===== src/logic/evwc_pkg.sv =====
// Shared constants and types of the event and window counter.
package evwc_pkg;

  // ==========================================================================
  // Register byte offsets on the Avalon-MM slave
  // ==========================================================================
  localparam logic [4:0] EVWC_OFF_CONTROL = 5'h00; // Counter control
  localparam logic [4:0] EVWC_OFF_CMP_LOW  = 5'h04; // Compare value, low byte
  localparam logic [4:0] EVWC_OFF_CMP_HIGH = 5'h08; // Compare value, high byte
  localparam logic [4:0] EVWC_OFF_COUNT    = 5'h0c; // Up-counter, read only
  localparam logic [4:0] EVWC_OFF_STATUS   = 5'h10; // Sticky events, W1C
  localparam logic [4:0] EVWC_OFF_MASK     = 5'h14; // Interrupt mask

  // ==========================================================================
  // Field positions of the counter control, status and mask registers
  // ==========================================================================
  localparam int EVWC_RUN_BIT   = 0; // Run bit
  localparam int EVWC_MODE_BIT  = 1; // Operating mode select
  localparam int EVWC_CLK_LSB   = 4; // Source clock select, low bit
  localparam int EVWC_CLK_MSB   = 6; // Source clock select, high bit
  localparam int EVWC_MATCH_BIT = 0; // Match event in status and mask

  // ==========================================================================
  // Widths and reset values
  // ==========================================================================
  localparam int          EVWC_CNT_W     = 16;       // Counter width
  localparam int          EVWC_DIV_W     = 16;       // Prescaler width
  localparam logic [15:0] EVWC_CMP_RESET = 16'hffff; // Compare after reset
  localparam logic [15:0] EVWC_CNT_RESET = 16'h0000; // Counter after reset
  localparam logic [7:0]  EVWC_BYTE_ZERO = 8'h00;    // Cleared byte
  localparam logic [31:0] EVWC_WORD_ZERO = 32'h0000_0000; // Unmapped read

  // ==========================================================================
  // Prescaler exponents per source clock select code (tick every 2^n)
  // ==========================================================================
  localparam logic [3:0] EVWC_EXP_SEL0 = 4'hd; // Slowest rate of the non-reserved codes
  localparam logic [3:0] EVWC_EXP_SEL1 = 4'ha;
  localparam logic [3:0] EVWC_EXP_SEL2 = 4'h8;
  localparam logic [3:0] EVWC_EXP_SEL3 = 4'h3;
  localparam logic [3:0] EVWC_EXP_SEL4 = 4'h0; // Every system clock
  localparam logic [3:0] EVWC_EXP_SEL5 = 4'h9;
  localparam logic [3:0] EVWC_EXP_SEL6 = 4'hf; // Reserved code, slowest
  localparam logic [3:0] EVWC_EXP_SEL7 = 4'hf; // Reserved code, slowest

  // ==========================================================================
  // Operating modes
  // ==========================================================================
  typedef enum logic [0:0] {
    EVWC_MODE_EVENT  = 1'b0, // Count pin rising edges
    EVWC_MODE_WINDOW = 1'b1  // Count internal ticks while pin is high
  } evwc_mode_type;

endpackage


===== src/logic/evwc_counter.sv =====
// Event and window counter with Avalon-MM register slave and interrupt.
//
// The address map and the Avalon-MM register port were chosen for this implementation.
module evwc_counter
  import evwc_pkg::*;
#(
  parameter int CNT_W = EVWC_CNT_W // Counter and compare width
) (
  input  wire logic        clk_i,               // System clock
  input  wire logic        rst_i,               // Synchronous reset, high
  input  wire logic [4:0]  avs_address_i,       // Byte address
  input  wire logic        avs_read_i,          // Read request
  input  wire logic        avs_write_i,         // Write request
  input  wire logic [3:0]  avs_byteenable_i,    // Byte lanes of a write
  input  wire logic [31:0] avs_writedata_i,     // Write data
  output logic      [31:0] avs_readdata_o,      // Read data
  output logic             avs_waitrequest_o,   // Slave not ready yet
  input  wire logic        counter_input_pin_i, // External event or window
  input  wire logic        stop_mode_i,         // Stop power mode active
  output logic             match_interrupt_o    // Level interrupt
);

  // ==========================================================================
  // Declarations
  // ==========================================================================
  logic             pin_s1;           // First synchroniser stage
  logic             pin_s2;           // Second synchroniser stage
  logic             pin_s3;           // Third synchroniser stage
  logic             pin_level;        // Accepted pin level
  logic             pin_level_d;      // Accepted level, one cycle older
  logic             pin_rise;         // Accepted rising edge
  logic             pin_fall;         // Accepted falling edge
  logic             run_bit;          // Counter running
  evwc_mode_type    operating_mode;   // Event or window
  logic [2:0]       source_clock_select; // Prescaler choice
  logic [CNT_W-1:0] compare_value;    // Value in use for matching
  logic [7:0]       compare_low_hold; // Low byte waiting for high byte
  logic             low_written;      // Low byte written, high pending
  logic [CNT_W-1:0] up_count;         // The up-counter
  logic [CNT_W-1:0] next_up_count;    // Next counter value
  logic             match_event;      // One-cycle match pulse
  logic             status_match;     // Sticky match flag
  logic             mask_match;       // Interrupt enable of match flag
  logic [EVWC_DIV_W-1:0] prescale;    // Free-running divider
  logic [EVWC_DIV_W-1:0] tick_mask;   // Low bits that must all be one
  logic [3:0]       tick_exp;         // Exponent of selected rate
  logic             tick;             // Internal source clock enable
  logic             ack;              // Access completes this cycle
  logic             wr_take;          // Write takes effect this edge
  logic             rd_take;          // Read starts this cycle
  logic             stop_d;           // Stop mode, one cycle older

  // ==========================================================================
  // Pin synchroniser and edge detection
  // ==========================================================================

  // Three stages; the first is read only by the second
  always_ff @(posedge clk_i) begin
    if (rst_i) begin
      pin_s1 <= 1'b0;
      pin_s2 <= 1'b0;
      pin_s3 <= 1'b0;
    end else begin
      pin_s1 <= counter_input_pin_i;
      pin_s2 <= pin_s1;
      pin_s3 <= pin_s2;
    end
  end

  // A change counts once stages two and three agree
  always_ff @(posedge clk_i) begin
    if (rst_i) begin
      pin_level   <= 1'b0;
      pin_level_d <= 1'b0;
    end else begin
      if (pin_s2 == pin_s3) begin
        pin_level <= pin_s3;
      end
      pin_level_d <= pin_level;
    end
  end

  // Edges come from accepted levels only, so glitches of one cycle vanish
  assign pin_rise = pin_level & ~pin_level_d;
  assign pin_fall = ~pin_level & pin_level_d;

  // ==========================================================================
  // Internal source clock prescaler
  // ==========================================================================

  // Exponent per select code; reserved codes run at the slowest rate
  always_comb begin
    case (source_clock_select)
      3'h0:    tick_exp = EVWC_EXP_SEL0;
      3'h1:    tick_exp = EVWC_EXP_SEL1;
      3'h2:    tick_exp = EVWC_EXP_SEL2;
      3'h3:    tick_exp = EVWC_EXP_SEL3;
      3'h4:    tick_exp = EVWC_EXP_SEL4;
      3'h5:    tick_exp = EVWC_EXP_SEL5;
      3'h6:    tick_exp = EVWC_EXP_SEL6;
      default: tick_exp = EVWC_EXP_SEL7;
    endcase
  end

  // Mask of low divider bits; a tick fires when they are all ones
  assign tick_mask = EVWC_DIV_W'((32'h0000_0001 << tick_exp) - 32'h0000_0001);
  assign tick      = ((prescale & tick_mask) == tick_mask);

  // Divider runs freely; the first tick after start may come early
  always_ff @(posedge clk_i) begin
    if (rst_i) begin
      prescale <= '0;
    end else begin
      prescale <= prescale + 1'b1;
    end
  end

  // ==========================================================================
  // Up-counter
  // ==========================================================================

  // Next counter value; a match clears before any increment
  always_comb begin
    next_up_count = up_count;
    match_event   = 1'b0;
    if (run_bit) begin
      if (operating_mode == EVWC_MODE_EVENT) begin
        if (pin_fall && (up_count == compare_value)) begin
          // Match only on the falling edge
          match_event   = 1'b1;
          next_up_count = EVWC_CNT_RESET;
        end else if (pin_rise) begin
          // N rising edges reach N, cleared at the Nth fall
          next_up_count = up_count + 1'b1;
        end
      end else begin
        if (up_count == compare_value) begin
          match_event   = 1'b1;
          next_up_count = EVWC_CNT_RESET;
        end else if (tick && pin_level) begin
          // Internal ticks counted only inside the window
          next_up_count = up_count + 1'b1;
        end
      end
    end
  end

  // Counter holds its value while stopped
  always_ff @(posedge clk_i) begin
    if (rst_i) begin
      up_count <= EVWC_CNT_RESET;
    end else begin
      up_count <= next_up_count;
    end
  end

  // ==========================================================================
  // Avalon-MM handshake
  // ==========================================================================

  // One wait state per access; ack marks the completing cycle
  always_ff @(posedge clk_i) begin
    if (rst_i) begin
      ack <= 1'b0;
    end else begin
      ack <= (avs_read_i | avs_write_i) & ~ack;
    end
  end

  // Held low when idle so an idle bus never sees a stall
  assign avs_waitrequest_o = (avs_read_i | avs_write_i) & ~ack;
  assign wr_take = avs_write_i & ack & avs_byteenable_i[0];
  assign rd_take = avs_read_i & ~ack;

  // Read data captured in the wait cycle, standing in the ack cycle
  always_ff @(posedge clk_i) begin
    if (rst_i) begin
      avs_readdata_o <= EVWC_WORD_ZERO;
    end else if (rd_take) begin
      avs_readdata_o <= EVWC_WORD_ZERO;
      if (avs_address_i == EVWC_OFF_CONTROL) begin
        avs_readdata_o[EVWC_RUN_BIT]  <= run_bit;
        avs_readdata_o[EVWC_MODE_BIT] <= operating_mode;
        avs_readdata_o[EVWC_CLK_MSB:EVWC_CLK_LSB] <= source_clock_select;
      end else if (avs_address_i == EVWC_OFF_CMP_LOW) begin
        avs_readdata_o[7:0] <= compare_value[7:0];
      end else if (avs_address_i == EVWC_OFF_CMP_HIGH) begin
        avs_readdata_o[7:0] <= compare_value[CNT_W-1:8];
      end else if (avs_address_i == EVWC_OFF_COUNT) begin
        avs_readdata_o[CNT_W-1:0] <= up_count;
      end else if (avs_address_i == EVWC_OFF_STATUS) begin
        avs_readdata_o[EVWC_MATCH_BIT] <= status_match;
      end else if (avs_address_i == EVWC_OFF_MASK) begin
        avs_readdata_o[EVWC_MATCH_BIT] <= mask_match;
      end
    end
  end

  // ==========================================================================
  // Control register
  // ==========================================================================

  // Stop mode entry clears run and beats a software set in the same cycle
  always_ff @(posedge clk_i) begin
    if (rst_i) begin
      stop_d <= 1'b0;
    end else begin
      stop_d <= stop_mode_i;
    end
  end

  // Mode and clock accept writes at any time; software must stop first
  always_ff @(posedge clk_i) begin
    if (rst_i) begin
      run_bit             <= 1'b0;
      operating_mode      <= EVWC_MODE_EVENT;
      source_clock_select <= 3'h0;
    end else begin
      if (wr_take && (avs_address_i == EVWC_OFF_CONTROL)) begin
        run_bit        <= avs_writedata_i[EVWC_RUN_BIT];
        operating_mode <= evwc_mode_type'(avs_writedata_i[EVWC_MODE_BIT]);
        source_clock_select <= avs_writedata_i[EVWC_CLK_MSB:EVWC_CLK_LSB];
      end
      if (stop_mode_i && !stop_d) begin
        run_bit <= 1'b0;
      end
    end
  end

  // ==========================================================================
  // Compare value, loaded low byte first, then high byte
  // ==========================================================================

  // Old value stays in use until the high byte completes the pair
  always_ff @(posedge clk_i) begin
    if (rst_i) begin
      compare_value    <= CNT_W'(EVWC_CMP_RESET);
      compare_low_hold <= EVWC_BYTE_ZERO;
      low_written      <= 1'b0;
    end else if (wr_take) begin
      if (avs_address_i == EVWC_OFF_CMP_LOW) begin
        compare_low_hold <= avs_writedata_i[7:0];
        low_written      <= 1'b1;
      end else if (avs_address_i == EVWC_OFF_CMP_HIGH) begin
        if (low_written) begin
          compare_value <= {avs_writedata_i[CNT_W-9:0], compare_low_hold};
        end
        // A lone high byte is dropped
        low_written <= 1'b0;
      end
    end
  end

  // ==========================================================================
  // Interrupt status and mask
  // ==========================================================================

  // Sticky flag; a match in the clearing cycle keeps the flag set
  always_ff @(posedge clk_i) begin
    if (rst_i) begin
      status_match <= 1'b0;
    end else if (match_event) begin
      status_match <= 1'b1;
    end else if (wr_take && (avs_address_i == EVWC_OFF_STATUS) &&
                 avs_writedata_i[EVWC_MATCH_BIT]) begin
      status_match <= 1'b0;
    end
  end

  // Mask enables the flag onto the interrupt output
  always_ff @(posedge clk_i) begin
    if (rst_i) begin
      mask_match <= 1'b0;
    end else if (wr_take && (avs_address_i == EVWC_OFF_MASK)) begin
      mask_match <= avs_writedata_i[EVWC_MATCH_BIT];
    end
  end

  // Level output, high while an enabled flag is set
  assign match_interrupt_o = status_match & mask_match;

endmodule


===== config.mk =====
export PLATFORM = sky130hd
export DESIGN_NAME = evwc_counter
export DESIGN_NICKNAME = d
export VERILOG_FILES = /design/src/logic/evwc_pkg.sv /design/src/logic/evwc_counter.sv
export SDC_FILE = /design/constraint.sdc
export NUM_CORES = 1
export LEC_CHECK = 0
export BUFFER_PORTS_ARGS = -buffer_cell sky130_fd_sc_hd__buf_2
export CAP_MARGIN = 15
export CORE_ASPECT_RATIO = 0.8
export CORE_MARGIN = 8
export CORE_UTILIZATION = 50
export CTS_CLUSTER_DIAMETER = 80
export DETAILED_ROUTE_END_ITERATION = 6
export PLACE_DENSITY = 0.73
export SLEW_MARGIN = 10
export SYNTH_ARGS = -nofsm -noshare
export SYNTH_HDL_FRONTEND = slang
export SYNTH_SLANG_ARGS = --single-unit

===== constraint.sdc =====
create_clock -name clk_i -period 6.2 [get_ports clk_i]
set_clock_uncertainty 0.2 [all_clocks]
set_input_delay 0.93 -clock clk_i [delete_from_list [all_inputs] [get_ports clk_i]]
set_output_delay 0.93 -clock clk_i [all_outputs]
set_load 0.02 [all_outputs]

After elaboration in Yosys (flattened, before gate mapping)
Index checks and enable logic that the tools add are counted.
{ "word_totals": {"in_bits": 47, "romBits": 0, "output_inout_bits": 34, "latchBits": 0, "reg_bits": 87, "ram_bits": 0, "word_cells": 93, "memories": 0} }
{ "classes": {"n_mul": 0, "n_mux": 26, "order_cmp": 0, "n_reduce_logical": 18, "eq_ne": 14, "shifts": 1, "bitwise_logic": 13, "div": 0, "add_sub_neg": 3} }
{ "op_table": {"columns": ["operator", "n"], "rows": [
  ["$mux 16", 5],
  ["$add 16x1->16 const B", 2],
  ["$eq 16x16->1", 2],
  ["$mux 8", 4],
  ["$pmux 4 s6", 1],
  ["$and 16x16->16", 1],
  ["$shl 1x4->16 const A", 1],
  ["$sub 16x1->16 const B", 1],
  ["$mux 15", 1],
  ["$mux 1", 11],
  ["$eq 5x4->1 const B", 2],
  ["$eq 5x5->1 const B", 2],
  ["$mux 9", 1],
  ["$and 1x1->1", 7],
  ["$logic_and 1x1->1", 7],
  ["$eq 3x2->1 const B", 2],
  ["$eq 3x3->1 const B", 2],
  ["$eq 5x3->1 const B", 1],
  ["$logic_not 5->1", 1],
  ["$mux 2", 2],
  ["$not 1->1", 4],
  ["$reduce_and 2->1", 2],
  ["$reduce_and 4->1", 1],
  ["$reduce_bool 2->1", 2],
  ["other kinds (10)", 10]
]} }

Depth between registers and ports, before layout
{ "logic_depth": {"ltp_word": 10, "mapped_depth": 11, "mapped_depth_nobuf": 9} }

Least setup slack after synthesis
No wires, ideal clock.
{ "synth_path": {"path_kind": "reg-to-reg", "start": "register source_clock_select[0]", "end": "register up_count[4]", "setup_slack_ns": 3.669, "t_required_ns": 5.881, "setup_time_ns": 0.119, "arrival_time_ns": 2.212, "period_less_slack_ns": 2.531, "path_stages_with_launch": 11, "path_cell_list": "dfxtp_1 -> buf_2 -> or3b_4 -> ha_1 -> o22ai_1 -> a2111oi_4 -> nand4_2 -> a21boi_4 -> buf_6 -> nand4_1 -> mux2i_1"} }
{ "synth_between": {"elab_chain_len": 9} }
{ "synth_lines": {"columns": ["element", "line_no", "rtl"], "rows": [
  ["start: declaration", "evwc_counter.sv:35", "logic [2:0] source_clock_select;"],
  ["start signal: assignment", "evwc_counter.sv:222", "source_clock_select <= avs_writedata_i[EVWC_CLK_MSB:EVWC_CLK_LSB];"],
  ["$eq 3x3->1, or another cell as far along", "evwc_counter.sv:93", "case (source_clock_select)"],
  ["$pmux 4 s6 *", "evwc_counter.sv:93", null],
  ["$shl 1x4->16 *", "evwc_counter.sv:106", "assign tick_mask = EVWC_DIV_W'((32'h0000_0001 << tick_exp) - 32'h0000_0001);"],
  ["$sub 16x1->16 *", "evwc_counter.sv:106", null],
  ["$and 16x16->16", "evwc_counter.sv:107", "assign tick = ((prescale & tick_mask) == tick_mask);"],
  ["$eq 16x16->1 *", "evwc_counter.sv:107", null],
  ["$logic_and 1x1->1 *", "evwc_counter.sv:140", "end else if (tick && pin_level) begin"],
  ["$ne 3x1->1 (no source line) *", null, null],
  ["$reduce_and 3->1 (no source line) *", null, null],
  ["end signal: assignment", "evwc_counter.sv:153", "up_count <= next_up_count;"],
  ["end: declaration", "evwc_counter.sv:39", "logic [CNT_W-1:0] up_count;"]
]} }
Mark *: on every way between the ends. The rest lies on a longest branch, timed or not.
A chain may end at the register's enable or synchronous reset.

Final worst setup path
{ "layout_path": {"start": "register source_clock_select[2]", "end": "register up_count[5]"} }
The elaborated chain is that of the path after synthesis.

==> impl_metrics.yaml <==
logic_synthesis:
  async_flop_share: 0
  synthAdderAreaFrac: 0.00882
  synth_compound_area_frac: 0.127
  ys_ff_latch: 86
  synth_top_family_by_area: "simple AND/OR/NAND/NOR gates"
  yosys.area_share.simple: 0.288
  syn_avg_cell_area_um2: 8.41
  syn_inst: 506
  synth-xor-area-share: 0.0576
  muxShareOfSynthArea: 0.0447
  synth-main-ff-cell: "dfxtp_1"
  synth_area_um2: 4250
  yosysUniqueCellTypes: 55
  synth_edf_count: 0
  synth-seq-area-share: 0.405
  yosys_warnings: 0
power:
  total_power_mw: 1.03
  combPwrFrac: 0.067
  clockPowerShare: 0.384
  p_switching_mw: 0.258
  p_leak_nw: 1.78
  switching_share: 0.252
  seqPwrFrac: 0.549
  vdd_drop_max_mv: 0.181
  power_density_nw_per_um2: 223
  intPower_mw: 0.767
clock_tree:
  clkTransAtPathRegs_ns: 0.09
  clk_path_buf_depth: 2
  cts-root-buf: "clkbuf_8"
  cts_setup_buffers: 0
  clock_sinks: 86
  cts_resized: 0
  htreeDepth: 3
  cts_tree: "built"
  cts_buffers: 9
  clkLatencyLatePin_ns: 0.37
  hold_buffers: 0
setup_path:
  worstPathArrival_ns: 3.18
  cp.required_ns: 6.25
  cp-start-kind: "flop"
  r2r_cells: 8
  worstPathMaxFanout: 23
  crit_type: "reg -> reg"
  cp-end-kind: "flop"
floorplan:
  rows: 30
  coreArea_um2: 8370
  die_w_um: 119
  start_util: 0.508
  ioPinCount: 81
  die_area_um2: 11700
  dieHeight_um: 98.5
global_route:
  grt_antenna_before_repair: 0
  grt_max_degree: 74
  overflow: 0
  grt_pass1_vias: 3326
  grt_use_total: 0.172
  grt_pass1_wl_um: 16500
detailed_routing:
  wl_um: 10200
  wl_per_cell_um: 15.8
  drt_pre_antenna_iters: 5
  viasPerCell: 5.60
  drtIter0Drc: 343
  vias: 3598
  drc_errors: 0
  detail-route-antenna-nets: 0
cells_and_area:
  final_area_um2: 4600
  multi_input_area_um2: 2300
  fillCellCount: 762
  syn_to_final_growth_pct: 8.15
  n_antenna_cell: 0
  regArea_um2: 1720
  drive_above_1_share: 0.134
  fin_cells: 642
  nets: 575
outcome:
  status: "finished, final reports clean"
placement:
  gp_congestion: 0.895
  pre_cts_ws_ns: 3.10
  placed_cells: 626
  dpl.hpwl_um: 7300
  dpl_cell_area_um2: 4400
  portBuffers: 37
timing:
  post-route-period-util: 0.505
  slew_viol_final: 0
  fin_ws_ns: 3.07
  tns_ns: 0
  rsz0062_at_grt: "false"
  timing.fmax_mhz: 319
  relSlewSlack: 0.470
  finalCriticalPeriod_ns: 3.13
  worstMarginPinSlew_ns: 0.795
  finalSetupViolCount: 0
  hold_viol: 0
run:
  maxCapViolations: 0
worst_hold_path:
  hold_path_depth: 1
  min_path_type: "reg -> reg"
==> power by group through the flow <==
stage | sequential [mW] | combinational [mW] | clock [mW]
5_1_grt | 0.564 | 0.0752 | 0.424
3_5_place_dp | 0.576 | 0.0677 | 0
6_report | 0.563 | 0.0685 | 0.394
3_3_place_gp | 0.575 | 0.0662 | 0
2_1_floorplan | 0.577 | 0.0519 | 0
4_1_cts | 0.563 | 0.0678 | 0.404
==> sequential cells by signal, indices dropped and copies added (netlist names) <==
| register | count |
|---|---|
| avs_readdata_o | 16 |
| compare_value | 16 |
| up_count | 16 |
| prescale | 15 |
| compare_low_hold | 8 |
| source_clock_select | 3 |
| ack | 1 |
| low_written | 1 |
| mask_match | 1 |
| operating_mode | 1 |
| pin_level | 1 |
| pin_level_d | 1 |
| pin_s1 | 1 |
| pin_s2 | 1 |
| pin_s3 | 1 |
| run_bit | 1 |
| status_match | 1 |
| stop_d | 1 |
==> cells in the final DEF (no fill, tap or decap), types with 5 or more instances in the layout <==
cell      netlist  final
xnor2_1        17     17
o21ai_0        14     14
a21oi_1        29     29
nand2_1        68     68
nand3b_1       18     18
nor2_1         45     45
a221oi_1        7      7
nor3_1          9      9
nor2b_1        11     11
and3_1         12     12
conb_1          2     17
a31o_2          5      5
nand3_1        20     20
nand4_1        18     18
buf_2           6     37
xor2_1         11     11
nand2b_1       13     13
and2_1          5      5
clkbuf_8        0      9
inv_1           6      6
mux2i_1        19     19
dfxtp_1        86     86
==> routing by layer <==
metal	vias to the layer above	part of all wire	track usage
met1	1674	0.49	0.239
met4	0	0.017	0.0689
met2	139	0.40	0.241
li1	1766	-	-
met5	-	0	0
met3	19	0.097	0.0537
==> area by class of cell <==
cell class                      instances  share of cell area
Inverter                                6             0.00490
Timing Repair Buffer                   41              0.0468
Sequential cell                        86               0.374
Clock buffer                           10              0.0277
Tap cell                              112              0.0305
Multi-Input combinational cell        381               0.501
Clock inverter                          6              0.0152
==> cells by family after synthesis <==
| logic type | count (synthesis) |
|---|---|
| AOI/OAI and AO/OA | 79 |
| xor gates and xnor gates | 28 |
| adders and majority gates | 3 |
| buffers and inverters | 54 |
| DFF | 86 |
| muxes | 19 |
| other | 2 |
| and+or+nand+nor | 235 |
==> cells in the mapped netlist, drive strengths merged, types with 11 or more instances <==
cell type / instances / area (µm²)
a21oi: 29 / 145
buf: 27 / 184
nand3b: 18 / 135
dfxtp: 86 / 1720
nor2: 45 / 169
o21ai: 15 / 78.8
nand2b: 13 / 81.3
clkbuf: 21 / 78.8
xor2: 11 / 96.3
nor2b: 12 / 82.6
mux2i: 19 / 190
xnor2: 17 / 149
nand4: 19 / 125
and3: 12 / 75.1
nand2: 68 / 255
nand3: 21 / 110
==> per-stage QoR <==
stage | utilization | hold WS, ns
6_report | 0.550 | 0.248
5_1_grt | 0.550 | 0.276
4_1_cts | 0.550 | 0.253
3_5_place_dp | 0.526 | 0.231
3_3_place_gp | 0.526 | 0.225
2_1_floorplan | - | 0.214
==> critical path, stage by stage, from the launching register on <==
cell	delay [ns]
dfxtp_1	0.55
or3b_4	0.45
ha_1	0.29
o22ai_1	0.10
a2111oi_4	0.31
nand4_2	0.23
a21boi_4	0.54
nand4_1	0.19
mux2i_1	0.16
==> final timing paths <==
path	startpoint	to	slack [ns]
worst max-delay path	source_clock_select[2]$_SDFFE_PP0P_	up_count[5]$_SDFFE_PP0P_	3.07
worst min-delay path	pin_s1$_SDFF_PP0_	pin_s2$_SDFF_PP0_	0.25
worst max register to register	source_clock_select[2]$_SDFFE_PP0P_	up_count[5]$_SDFFE_PP0P_	3.07
worst min register to register	pin_s1$_SDFF_PP0_	pin_s2$_SDFF_PP0_	0.25
(Power assumes the default switching activity.)
